File: src/hpbw_pkg.sv
// Constants, field layouts and carrier types for the bridge window registers.
// Assumes a single system clock and a byte-offset register port.
package hpbw_pkg;

  // Register byte offsets
  localparam logic [7:0] OFS_MEM_LIMIT = 8'h22;
  localparam logic [7:0] OFS_PF_BASE = 8'h24;
  localparam logic [7:0] OFS_PF_LIMIT = 8'h26;
  localparam logic [7:0] OFS_IO_BASE_UP = 8'h30;
  localparam logic [7:0] OFS_IO_LIMIT_UP = 8'h32;
  localparam logic [7:0] OFS_IRQ_LINE = 8'h3c;
  localparam logic [7:0] OFS_BCTL = 8'h3e;

  // Reset values
  localparam logic [15:0] RST_MEM_LIMIT = 16'h0000;
  localparam logic [15:0] RST_PF_BASE = 16'hfff0;
  localparam logic [15:0] RST_PF_LIMIT = 16'h0000;
  localparam logic [15:0] RST_ZERO16 = 16'h0000;
  localparam logic [7:0] IRQ_LINE_VAL = 8'h00;

  // Window fields: register bits 15:4 carry address bits 31:20
  localparam logic [15:0] WIN_FIELD_MASK = 16'hfff0;
  localparam int WIN_MSB = 15;
  localparam int WIN_LSB = 4;
  localparam int ADDR_WIN_MSB = 31;
  localparam int ADDR_WIN_LSB = 20;
  localparam int NUM_WIN = 2;

  // Bridge control bit positions
  localparam int BCTL_ERR_EN = 11;
  localparam int BCTL_TMO_FLAG = 10;
  localparam int BCTL_SEC_SEL = 9;
  localparam int BCTL_PRI_SEL = 8;

  // Discard timeouts in PCI clocks; the block clock stands for the PCI clock
  localparam int unsigned DT_SLOW_PCLK = 32768;
  localparam int unsigned DT_FAST_PCLK = 1024;
  localparam int unsigned PCLK_PER_CYC = 1;
  localparam int unsigned DT_SLOW_CYC_DEF = DT_SLOW_PCLK / PCLK_PER_CYC;
  localparam int unsigned DT_FAST_CYC = DT_FAST_PCLK / PCLK_PER_CYC;
  localparam int DT_CNT_W = 16;

  typedef struct packed {
    logic [7:0] addr;
    logic [15:0] wdata;
    logic wr;
    logic rd;
  } hpbw_reg_req_s;

  typedef struct packed {
    logic valid;
    logic [31:0] addr;
  } hpbw_pci_cyc_s;

  typedef enum logic [0:0] {
    DT_IDLE = 1'b0,
    DT_RUN = 1'b1
  } hpbw_dt_state_e;

endpackage

File: src/hpbw_window_match.sv
// Inclusive range compare of one address window on address bits 31:20.
// Assumes fields already stripped of their reserved low bits.
`timescale 1ns/1ps
`default_nettype none
module hpbw_window_match (
  input wire logic [11:0] i_base,
  input wire logic [11:0] i_limit,
  input wire logic [11:0] i_addr_hi,
  output logic o_hit
);
  import hpbw_pkg::*;

  // Base low bits count as zero, limit low bits as all ones, so a
  // compare on bits 31:20 alone gives 1 MB aligned edges
  always_comb begin
    o_hit = (i_addr_hi >= i_base) && (i_addr_hi <= i_limit);
  end

endmodule
`default_nettype wire

File: src/hpbw_discard_timer.sv
// Discard timer for one delayed transaction completion at queue head.
// Assumes head and repeat are single-cycle pulses on the same clock.
`timescale 1ns/1ps
`default_nettype none
module hpbw_discard_timer #(
  parameter int unsigned SLOW_CYC = hpbw_pkg::DT_SLOW_CYC_DEF
) (
  input wire logic i_sys_clk,
  input wire logic i_rst,
  input wire logic i_start,
  input wire logic i_repeat,
  input wire logic i_fast_sel,
  output logic o_discard,
  output logic o_busy
);
  import hpbw_pkg::*;

  hpbw_dt_state_e state;
  logic [DT_CNT_W-1:0] cnt;
  logic [DT_CNT_W-1:0] lim;

  assign lim = i_fast_sel ? DT_CNT_W'(DT_FAST_CYC - 1)
                          : DT_CNT_W'(SLOW_CYC - 1);

  // A new head restarts the count even if one was running
  always_ff @(posedge i_sys_clk or posedge i_rst) begin
    if (i_rst) begin
      state <= DT_IDLE;
      cnt <= '0;
      o_discard <= 1'b0;
    end else begin
      o_discard <= 1'b0;
      case (state)
        DT_IDLE: begin
          if (i_start) begin
            state <= DT_RUN;
            cnt <= '0;
          end
        end
        DT_RUN: begin
          if (i_start) begin
            cnt <= '0;
          end else if (i_repeat) begin
            state <= DT_IDLE;
          end else if (cnt == lim) begin
            state <= DT_IDLE;
            o_discard <= 1'b1;
          end else begin
            cnt <= cnt + 1'b1;
          end
        end
        default: state <= DT_IDLE;
      endcase
    end
  end

  assign o_busy = (state == DT_RUN);
endmodule
`default_nettype wire

File: src/hpbw_top.sv
// What this block does
// - Limit field 15:4 is address 31:20; low address bits count as ones
// - Hub memory goes to PCI; windows only gate PCI target claims
// - Prefetch base field 15:4 is read/write; low four bits reserved
// - Prefetch limit field 15:4 is read/write; low four bits reserved
// - Base decode counts address bits 19:0 as zero
// - Upper I/O base reads zero; writes are ignored
// - Upper I/O limit reads zero; writes are ignored
// - Interrupt routing byte reads as constant zero
// - Discard error enable bit 11 is read/write with no hardware effect
// - Discard timeout flag bit 10 always reads zero
// - Bit 9 selects timeout of 2^15 or 2^10 PCI clocks
// - Discard counter starts when a completion reaches queue head
// - Unrepeated request at timeout is dropped from the queue
// - Primary timeout select bit 8 is read/write, no effect
//
// Top of the bridge window registers and target refusal decode.
// Assumes register port, PCI cycle info and queue pulses on i_sys_clk.
//
// Implementation choice: the plain strobed port.
`timescale 1ns/1ps
`default_nettype none
module hpbw_top #(
  parameter int unsigned DT_SLOW_CYC = hpbw_pkg::DT_SLOW_CYC_DEF
) (
  input wire logic i_sys_clk,
  input wire logic i_rst,
  input wire hpbw_pkg::hpbw_reg_req_s i_reg_req,
  output logic [15:0] o_reg_rdata,
  input wire logic [15:0] i_mem_window_base,
  input wire hpbw_pkg::hpbw_pci_cyc_s i_pci_cyc,
  input wire logic i_dt_head,
  input wire logic i_dt_repeat,
  output logic o_target_refuse,
  output logic o_dt_discard,
  output logic o_dt_busy
);
  import hpbw_pkg::*;

  logic [15:0] mem_window_limit;
  logic [15:0] prefetch_window_base;
  logic [15:0] prefetch_window_limit;
  logic discard_error_enable;
  logic secondary_timeout_select;
  logic primary_timeout_select;
  logic [15:0] bridge_control;
  logic [15:0] next_rdata;
  logic [11:0] win_base [NUM_WIN];
  logic [11:0] win_limit [NUM_WIN];
  logic [NUM_WIN-1:0] win_hit;
  logic wr_limit;
  logic wr_pf_base;
  logic wr_pf_limit;
  logic wr_bctl;
  logic timer_discard;
  logic timer_busy;

  assign wr_limit = i_reg_req.wr && (i_reg_req.addr == OFS_MEM_LIMIT);
  assign wr_pf_base = i_reg_req.wr && (i_reg_req.addr == OFS_PF_BASE);
  assign wr_pf_limit = i_reg_req.wr && (i_reg_req.addr == OFS_PF_LIMIT);
  assign wr_bctl = i_reg_req.wr && (i_reg_req.addr == OFS_BCTL);

  // Limit resets to zero under a base of fff0 elsewhere, so the window is
  // empty until software fills it in
  always_ff @(posedge i_sys_clk or posedge i_rst) begin
    if (i_rst) begin
      mem_window_limit <= RST_MEM_LIMIT;
    end else if (wr_limit) begin
      mem_window_limit <= i_reg_req.wdata & WIN_FIELD_MASK;
    end
  end

  always_ff @(posedge i_sys_clk or posedge i_rst) begin
    if (i_rst) begin
      prefetch_window_base <= RST_PF_BASE;
    end else if (wr_pf_base) begin
      prefetch_window_base <= i_reg_req.wdata & WIN_FIELD_MASK;
    end
  end

  always_ff @(posedge i_sys_clk or posedge i_rst) begin
    if (i_rst) begin
      prefetch_window_limit <= RST_PF_LIMIT;
    end else if (wr_pf_limit) begin
      prefetch_window_limit <= i_reg_req.wdata & WIN_FIELD_MASK;
    end
  end

  // Bits 11, 9 and 8 are the only storage in bridge control
  always_ff @(posedge i_sys_clk or posedge i_rst) begin
    if (i_rst) begin
      discard_error_enable <= 1'b0;
      secondary_timeout_select <= 1'b0;
      primary_timeout_select <= 1'b0;
    end else if (wr_bctl) begin
      discard_error_enable <= i_reg_req.wdata[BCTL_ERR_EN];
      secondary_timeout_select <= i_reg_req.wdata[BCTL_SEC_SEL];
      primary_timeout_select <= i_reg_req.wdata[BCTL_PRI_SEL];
    end
  end

  // Error enable and primary select feed only the read path
  always_comb begin
    bridge_control = RST_ZERO16;
    bridge_control[BCTL_ERR_EN] = discard_error_enable;
    bridge_control[BCTL_TMO_FLAG] = 1'b0;
    bridge_control[BCTL_SEC_SEL] = secondary_timeout_select;
    bridge_control[BCTL_PRI_SEL] = primary_timeout_select;
  end

  // Upper I/O words and the interrupt byte have no storage at all
  always_comb begin
    case (i_reg_req.addr)
      OFS_MEM_LIMIT: next_rdata = mem_window_limit;
      OFS_PF_BASE: next_rdata = prefetch_window_base;
      OFS_PF_LIMIT: next_rdata = prefetch_window_limit;
      OFS_IO_BASE_UP: next_rdata = RST_ZERO16;
      OFS_IO_LIMIT_UP: next_rdata = RST_ZERO16;
      OFS_IRQ_LINE: next_rdata = {8'h00, IRQ_LINE_VAL};
      OFS_BCTL: next_rdata = bridge_control;
      default: next_rdata = RST_ZERO16;
    endcase
  end

  // Read data stand only in the cycle after the strobe
  always_ff @(posedge i_sys_clk or posedge i_rst) begin
    if (i_rst) begin
      o_reg_rdata <= RST_ZERO16;
    end else if (i_reg_req.rd) begin
      o_reg_rdata <= next_rdata;
    end else begin
      o_reg_rdata <= RST_ZERO16;
    end
  end

  // Window 0 is the non-prefetchable range, window 1 the prefetchable
  assign win_base[0] = i_mem_window_base[WIN_MSB:WIN_LSB];
  assign win_limit[0] = mem_window_limit[WIN_MSB:WIN_LSB];
  assign win_base[1] = prefetch_window_base[WIN_MSB:WIN_LSB];
  assign win_limit[1] = prefetch_window_limit[WIN_MSB:WIN_LSB];

  genvar gi;
  generate
    for (gi = 0; gi < NUM_WIN; gi = gi + 1) begin : g_win
      hpbw_window_match u_match (
        .i_base(win_base[gi]),
        .i_limit(win_limit[gi]),
        .i_addr_hi(i_pci_cyc.addr[ADDR_WIN_MSB:ADDR_WIN_LSB]),
        .o_hit(win_hit[gi])
      );
    end
  endgenerate

  // Hub-side cycles never pass here; only PCI target claims are gated
  always_ff @(posedge i_sys_clk or posedge i_rst) begin
    if (i_rst) begin
      o_target_refuse <= 1'b0;
    end else begin
      o_target_refuse <= i_pci_cyc.valid && (|win_hit);
    end
  end

  hpbw_discard_timer #(
    .SLOW_CYC(DT_SLOW_CYC)
  ) u_timer (
    .i_sys_clk(i_sys_clk),
    .i_rst(i_rst),
    .i_start(i_dt_head),
    .i_repeat(i_dt_repeat),
    .i_fast_sel(secondary_timeout_select),
    .o_discard(timer_discard),
    .o_busy(timer_busy)
  );

  // Flopped here so both outputs leave the top from a register
  always_ff @(posedge i_sys_clk or posedge i_rst) begin
    if (i_rst) begin
      o_dt_discard <= 1'b0;
      o_dt_busy <= 1'b0;
    end else begin
      o_dt_discard <= timer_discard;
      o_dt_busy <= timer_busy;
    end
  end
endmodule
`default_nettype wire

File: config.mk
export PLATFORM = sky130hd
export DESIGN_NAME = hpbw_top
export DESIGN_NICKNAME = d
export VERILOG_FILES = /design/src/hpbw_pkg.sv /design/src/hpbw_window_match.sv /design/src/hpbw_discard_timer.sv /design/src/hpbw_top.sv
export SDC_FILE = /design/constraint.sdc
export NUM_CORES = 1
export LEC_CHECK = 0
export BUFFER_PORTS_ARGS = -buffer_cell sky130_fd_sc_hd__buf_2
export CAP_MARGIN = 40
export CORE_ASPECT_RATIO = 1.4
export CORE_UTILIZATION = 55
export DETAILED_ROUTE_END_ITERATION = 10
export PLACE_DENSITY = 0.81
export SLEW_MARGIN = 10
export SYNTH_ARGS = -nofsm -noshare
export SYNTH_HDL_FRONTEND = slang
export SYNTH_SLANG_ARGS = --single-unit
File: constraint.sdc
create_clock -name i_sys_clk -period 3.08 [get_ports i_sys_clk]
set_clock_uncertainty 0.2 [all_clocks]
set_input_delay 0.616 -clock i_sys_clk [delete_from_list [all_inputs] [get_ports i_sys_clk]]
set_output_delay 0.616 -clock i_sys_clk [all_outputs]
set_load 0.01 [all_outputs]
==> results.json, run 1 <==
{
  "synth_seq_cells": 72,
  "critPathCaptureType": "flop",
  "die_x_um": 77.5,
  "syn_area_um2": 4390,
  "cts_max_path_buffers": 2,
  "ctsHoldBuffers": 0,
  "maxCapViolations": 0,
  "synth-edff-count": 0,
  "syn2layout_area_growth_pct": 15.5,
  "rsz0062_at_grt": "no",
  "async_reset_ff_frac": 1.00,
  "via_count": 3494,
  "max_freq_mhz": 404,
  "slew_violations": 0,
  "drtAntennaViolNets": 0,
  "cts_buffers": 9,
  "finalNonFillerCells": 593,
  "ctsResizeCount": 0,
  "place_congestion": 0.859,
  "first_pass_iters": 5,
  "drc": 0,
  "num-nets-final": 616,
  "p_leak_uw": 0.00237,
  "io_pins": 98,
  "layout_min_cycle_time_ns": 2.47,
  "worstPathArrival_ns": 2.51,
  "mostFrequentLayoutCell": "buf_2",
  "hpwlAfterDp_um": 7480,
  "core_region_area_um2": 7750,
  "path_clk_slew_ns": 0.08,
  "clkLatencyLatePin_ns": 0.35,
  "track_usage": 0.257,
  "start_kind": "input port",
  "root_buffer": "clkbuf_8",
  "via_per_inst": 5.89,
  "worstMarginPinSlew_ns": 0.709,
  "critical_path_class": "input port to flop",
  "grt_overflow": 0,
  "drive_gt1_frac": 0.312,
  "avgSynthCellArea_um2": 10.6,
  "synth-main-ff-cell": "dfrtp_1",
  "finalCritPeriodShare": 0.804,
  "ir_worst_vdd_v": 0.000281,
  "power.density_nw_per_um2": 416,
  "maxSlewHeadroom": 0.526,
  "mostFrequentLayoutCells": "65 x buf_2, 60 x dfrtp_1, 52 x inv_1",
  "rows": 38,
  "yosysWarnings": 0,
  "numPortBuffers": 65,
  "wl_per_cell_um": 16.7,
  "fin_tns_setup_ns": 0,
  "dp.cells": 577,
  "initial_core_util": 0.566,
  "die_h_um": 108,
  "grt_pass1_wl_um": 16300,
  "die_area_um2": 8350,
  "grt_pass1_vias": 3577,
  "antenna_found_initial": 0,
  "finalHoldViolCount": 0,
  "synth_cells": 416,
  "setup_violations": 0,
  "nFillCells": 625,
  "dr.first_iter.drc_count": 253,
  "grt_start_max_net_pins": 42,
  "totalWireLength_um": 9930,
  "yosysSeqAreaShare": 0.414,
  "worstHoldPathType": "input port to asynchronous set/reset pin",
  "insertedDiodeCount": 0,
  "cts_tree": "yes",
  "critPathRequiredTime_ns": 3.12,
  "place_area_um2": 4840,
  "htreeDepth": 3,
  "final_area_um2": 5070,
  "clock_sinks": 72,
  "crit_fanout": 12,
  "status": "completed",
  "cts_setup_buffers": 0,
  "ys_types": 56
}
==> sequential cells by signal, summed over array words and instances (netlist names) <==
| name | flops |
|---|---|
| u_timer.cnt | 16 |
| mem_window_limit | 12 |
| o_reg_rdata | 12 |
| prefetch_window_base | 12 |
| prefetch_window_limit | 12 |
| discard_error_enable | 1 |
| o_dt_busy | 1 |
| o_dt_discard | 1 |
| o_target_refuse | 1 |
| primary_timeout_select | 1 |
| secondary_timeout_select | 1 |
| u_timer.o_busy | 1 |
| u_timer.o_discard | 1 |
==> final cells by class <==
class,instances,area (µm²),share of cell area
multi-input combinational,278,2300,0.453
sequential,72,1820,0.358
timing repair buffer,73,398,0.0785
inverter,54,203,0.0400
clock buffer,10,138,0.0271
tap,100,125,0.0247
clock inverter,6,92.6,0.0183
==> worst max-delay path: stages <==
cell and delay (ns):
buf_2 0.10, nor4b_2 0.41, nand2_1 0.14, nor4_2 0.29, nand2_1 0.48, mux2_1 0.47
==> per-stage QoR <==
stage | hold WS, ns | power [µW] | utilization | setup WS [ns]
finish | 0.169 | 2110 | 0.654 | 0.605
global route | 0.176 | 2200 | 0.654 | 0.465
CTS | 0.180 | 2130 | 0.654 | 0.617
detailed placement | 0.164 | 1280 | 0.625 | 0.243
global placement | 0.153 | 1260 | 0.625 | 0.342
floorplan | 0.131 | 1170 | - | 0.459
==> synthesized netlist by cell type, drive strengths merged, types with 2 or more instances <==
| master | count | share of area |
|---|---|---|
| a31oi | 2 | 0.0029 |
| a221oi | 2 | 0.0040 |
| nand2 | 17 | 0.015 |
| a2111oi | 2 | 0.0083 |
| dfrtp | 60 | 0.34 |
| and3 | 2 | 0.0029 |
| nor2b | 5 | 0.0071 |
| a21o | 6 | 0.010 |
| nand2b | 2 | 0.0029 |
| buf | 9 | 0.014 |
| nor4 | 4 | 0.012 |
| or4 | 8 | 0.015 |
| ha | 49 | 0.14 |
| and4 | 4 | 0.0080 |
| nor3b | 2 | 0.0034 |
| mux2 | 40 | 0.10 |
| nor3 | 2 | 0.0023 |
| o31ai | 11 | 0.019 |
| nand4 | 6 | 0.012 |
| nand3 | 13 | 0.018 |
| a22oi | 6 | 0.010 |
| a21oi | 31 | 0.035 |
| o32ai | 2 | 0.0040 |
| dfstp | 12 | 0.072 |
| nor2 | 21 | 0.018 |
| o21ai | 11 | 0.013 |
| and2 | 2 | 0.0029 |
| o211ai | 2 | 0.0034 |
| clkbuf | 6 | 0.0051 |
| a222oi | 9 | 0.021 |
| or3 | 5 | 0.0097 |
| inv | 54 | 0.046 |
==> report_power, final <==
| group | switching (µW) | total (µW) | internal, µW |
|---|---|---|---|
| Clock | 370 | 850 | 480 |
| Sequential | 22.8 | 1000 | 980 |
| Combinational | 144 | 258 | 114 |
==> worst paths after layout <==
check,slack (ns),startpoint,end,cells after the start
min,0.17,i_rst,o_target_refuse,2
max reg2reg,0.71,prefetch_window_limit[13],o_target_refuse,7
min reg2reg,0.17,u_timer.o_discard,o_dt_discard,0
min in group i_sys_clk,0.17,u_timer.o_discard,o_dt_discard,0
max in group asynchronous,1.78,i_rst,prefetch_window_base[11],3
max,0.61,i_reg_req[18],mem_window_limit[9],6
==> cells by family after synthesis <==
| kind of cell | synth area share |
|---|---|
| other cells | 0.000854 |
| compound gates | 0.141 |
| buf+inv | 0.0650 |
| simple gates | 0.132 |
| fa+ha+maj | 0.140 |
| xor+xnor | 0.00399 |
| flops | 0.414 |
| mux | 0.103 |
==> per-layer routing <==
layer | global-route usage | part of all wire | vias to the layer above
met5 | 0 | 0 | -
met4 | 0.132 | 0.033 | 0
met3 | 0.0458 | 0.048 | 26
met2 | 0.475 | 0.53 | 122
met1 | 0.277 | 0.39 | 1691
li1 | - | - | 1655
(Power assumes the default switching activity.)
==> inputs of run 2 (changes only) <==
==> constraint.sdc (replaced) <==
create_clock -name i_sys_clk -period 2.5 [get_ports i_sys_clk]
set_clock_uncertainty 0.2 [all_clocks]
set_input_delay 0.5 -clock i_sys_clk [delete_from_list [all_inputs] [get_ports i_sys_clk]]
set_output_delay 0.5 -clock i_sys_clk [all_outputs]
set_load 0.01 [all_outputs]
==> run 2 against run 1 <==
Worst setup slack got worse by 0.43 ns; die area unchanged; via count rose by 0.31%; utilization up 1.7 points; combinational power up 31%; sequential power grew 24%; clock power grew 36%; routed wire length up 3.6%; critical path type is now flop to flop; largest power group unchanged; highest routed layer unchanged.
==> results.json, run 2 (synthesis results as in run 1) <==
{
  "first_pass_iters": 4,
  "grt_pass1_vias": 3688,
  "hpwlAfterDp_um": 7840,
  "via_per_inst": 5.78,
  "drc": 0,
  "rsz0062_at_grt": "no",
  "p_leak_uw": 0.00245,
  "nFillCells": 622,
  "root_buffer": "clkbuf_8",
  "dr.first_iter.drc_count": 229,
  "via_count": 3505,
  "dp.cells": 590,
  "r2r_slack_ns": 0.17,
  "ctsHoldBuffers": 0,
  "ir_worst_vdd_v": 0.000371,
  "drtAntennaViolNets": 0,
  "worstPathArrival_ns": 2.39,
  "top_usage_layer": "met2",
  "worstHoldPathType": "input port to asynchronous set/reset pin",
  "grt_start_max_net_pins": 34,
  "cts_setup_buffers": 0,
  "power.total_uw": 2740,
  "core_region_area_um2": 7750,
  "initial_core_util": 0.566,
  "max_freq_mhz": 430,
  "worstMarginPinSlew_ns": 0.583,
  "cts_max_path_buffers": 2,
  "place_congestion": 0.866,
  "ff2ff_path_depth": 8,
  "cts_buffers": 9,
  "cts_tree": "yes",
  "multi_input_area_um2": 2300,
  "grt_overflow": 0,
  "grt_pass1_wl_um": 16900,
  "r2r_end": "o_target_refuse",
  "rows": 38,
  "die_h_um": 108,
  "critPathCaptureType": "flop",
  "crit_fanout": 3,
  "critical_path_class": "flop to flop",
  "drive_gt1_frac": 0.332,
  "io_pins": 98,
  "num-nets-final": 629,
  "mostFrequentLayoutCells": "65 x buf_2, 60 x dfrtp_1, 52 x inv_1",
  "start_kind": "flop",
  "path_clk_slew_ns": 0.08,
  "fin_util": 0.671,
  "maxSlewHeadroom": 0.611,
  "layout_min_cycle_time_ns": 2.33,
  "setup_violations": 0,
  "critPathRequiredTime_ns": 2.56,
  "regMostFlops": "u_timer.cnt",
  "slew_violations": 0,
  "die_x_um": 77.5,
  "antenna_found_initial": 0,
  "finalNonFillerCells": 606,
  "die_area_um2": 8350,
  "r2r-start": "prefetch_window_limit[15]",
  "syn2layout_area_growth_pct": 18.5,
  "globalRouteMet1Util": 0.284,
  "htreeDepth": 3,
  "insertedDiodeCount": 0,
  "maxCapViolations": 0,
  "clock_sinks": 72,
  "status": "completed",
  "clkLatencyLatePin_ns": 0.36,
  "regArea_um2": 1820,
  "finalCritPeriodShare": 0.930,
  "power.density_nw_per_um2": 526,
  "largest_reg_flops": 16,
  "use_met2": 0.492,
  "numPortBuffers": 65,
  "track_usage": 0.266,
  "use_met3": 0.0542,
  "totalWireLength_um": 10300,
  "finalHoldViolCount": 0,
  "wl_per_cell_um": 17.0,
  "mostFrequentLayoutCell": "buf_2"
}
==> run 2: report_power, final <==
group	switching [µW]	internal [µW]	leakage, µW	total (µW)
Sequential	28.0	1210	0.000949	1240
Clock	448	715	0.000126	1160
Combinational	187	153	0.00137	339
Total	662	2080	0.00245	2740
==> run 2: area by class of cell <==
class / count / area share
inverter: 54 / 0.0397
sequential: 72 / 0.349
multi-input combinational: 278 / 0.443
clock inverter: 5 / 0.0197
timing repair buffer: 86 / 0.0952
clock buffer: 11 / 0.0291
tap: 100 / 0.0241
==> run 2: worst max-delay path by stage <==
stage                      endpoint  depth (start not counted)                      start  slack (ns)
floorplan           u_timer.cnt[11]                          5                i_dt_repeat        0.31
global placement    o_target_refuse                          8              i_pci_cyc[29]        0.03
detailed placement  o_target_refuse                          8              i_pci_cyc[31]     -0.0006
CTS                 o_target_refuse                          8  prefetch_window_limit[15]        0.14
global route         u_timer.cnt[2]                          6            u_timer.cnt[14]        0.04
finish              o_target_refuse                          8  prefetch_window_limit[15]        0.17
==> run 2: timing repair <==
item / CTS / global route
resized for setup: 0 / 2
setup endpoints to repair: 0 / 1
endpoints found under the hold margin: 0 / 0
==> run 2: worst max-delay path, cell delays in order, from the launching register on <==
cell	delay, ns
dfrtp_1	0.40
inv_1	0.06
ha_1	0.31
a21oi_1	0.20
o21ai_0	0.19
a2111oi_2	0.37
buf_4	0.17
a21oi_1	0.07
o32ai_1	0.27
==> run 2: per-layer routing <==
metal  share of wire  vias to the layer above
met5               0                        -
met4           0.027                        0
met3           0.046                       19
met2            0.54                      109
met1            0.39                     1692
li1                -                     1685
==> run 2: metrics by stage <==
stage | setup slack (ns) | setup TNS (ns) | hold slack, ns | cell area (µm²)
floorplan | 0.306 | 0 | 0.131 | 4400
global placement | 0.0301 | 0 | 0.136 | 4940
detailed placement | -0.000575 | -0.000575 | 0.137 | 4940
CTS | 0.135 | 0 | 0.00539 | 5200
global route | 0.0369 | 0 | 0.0301 | 5200
finish | 0.175 | 0 | 0.000842 | 5200
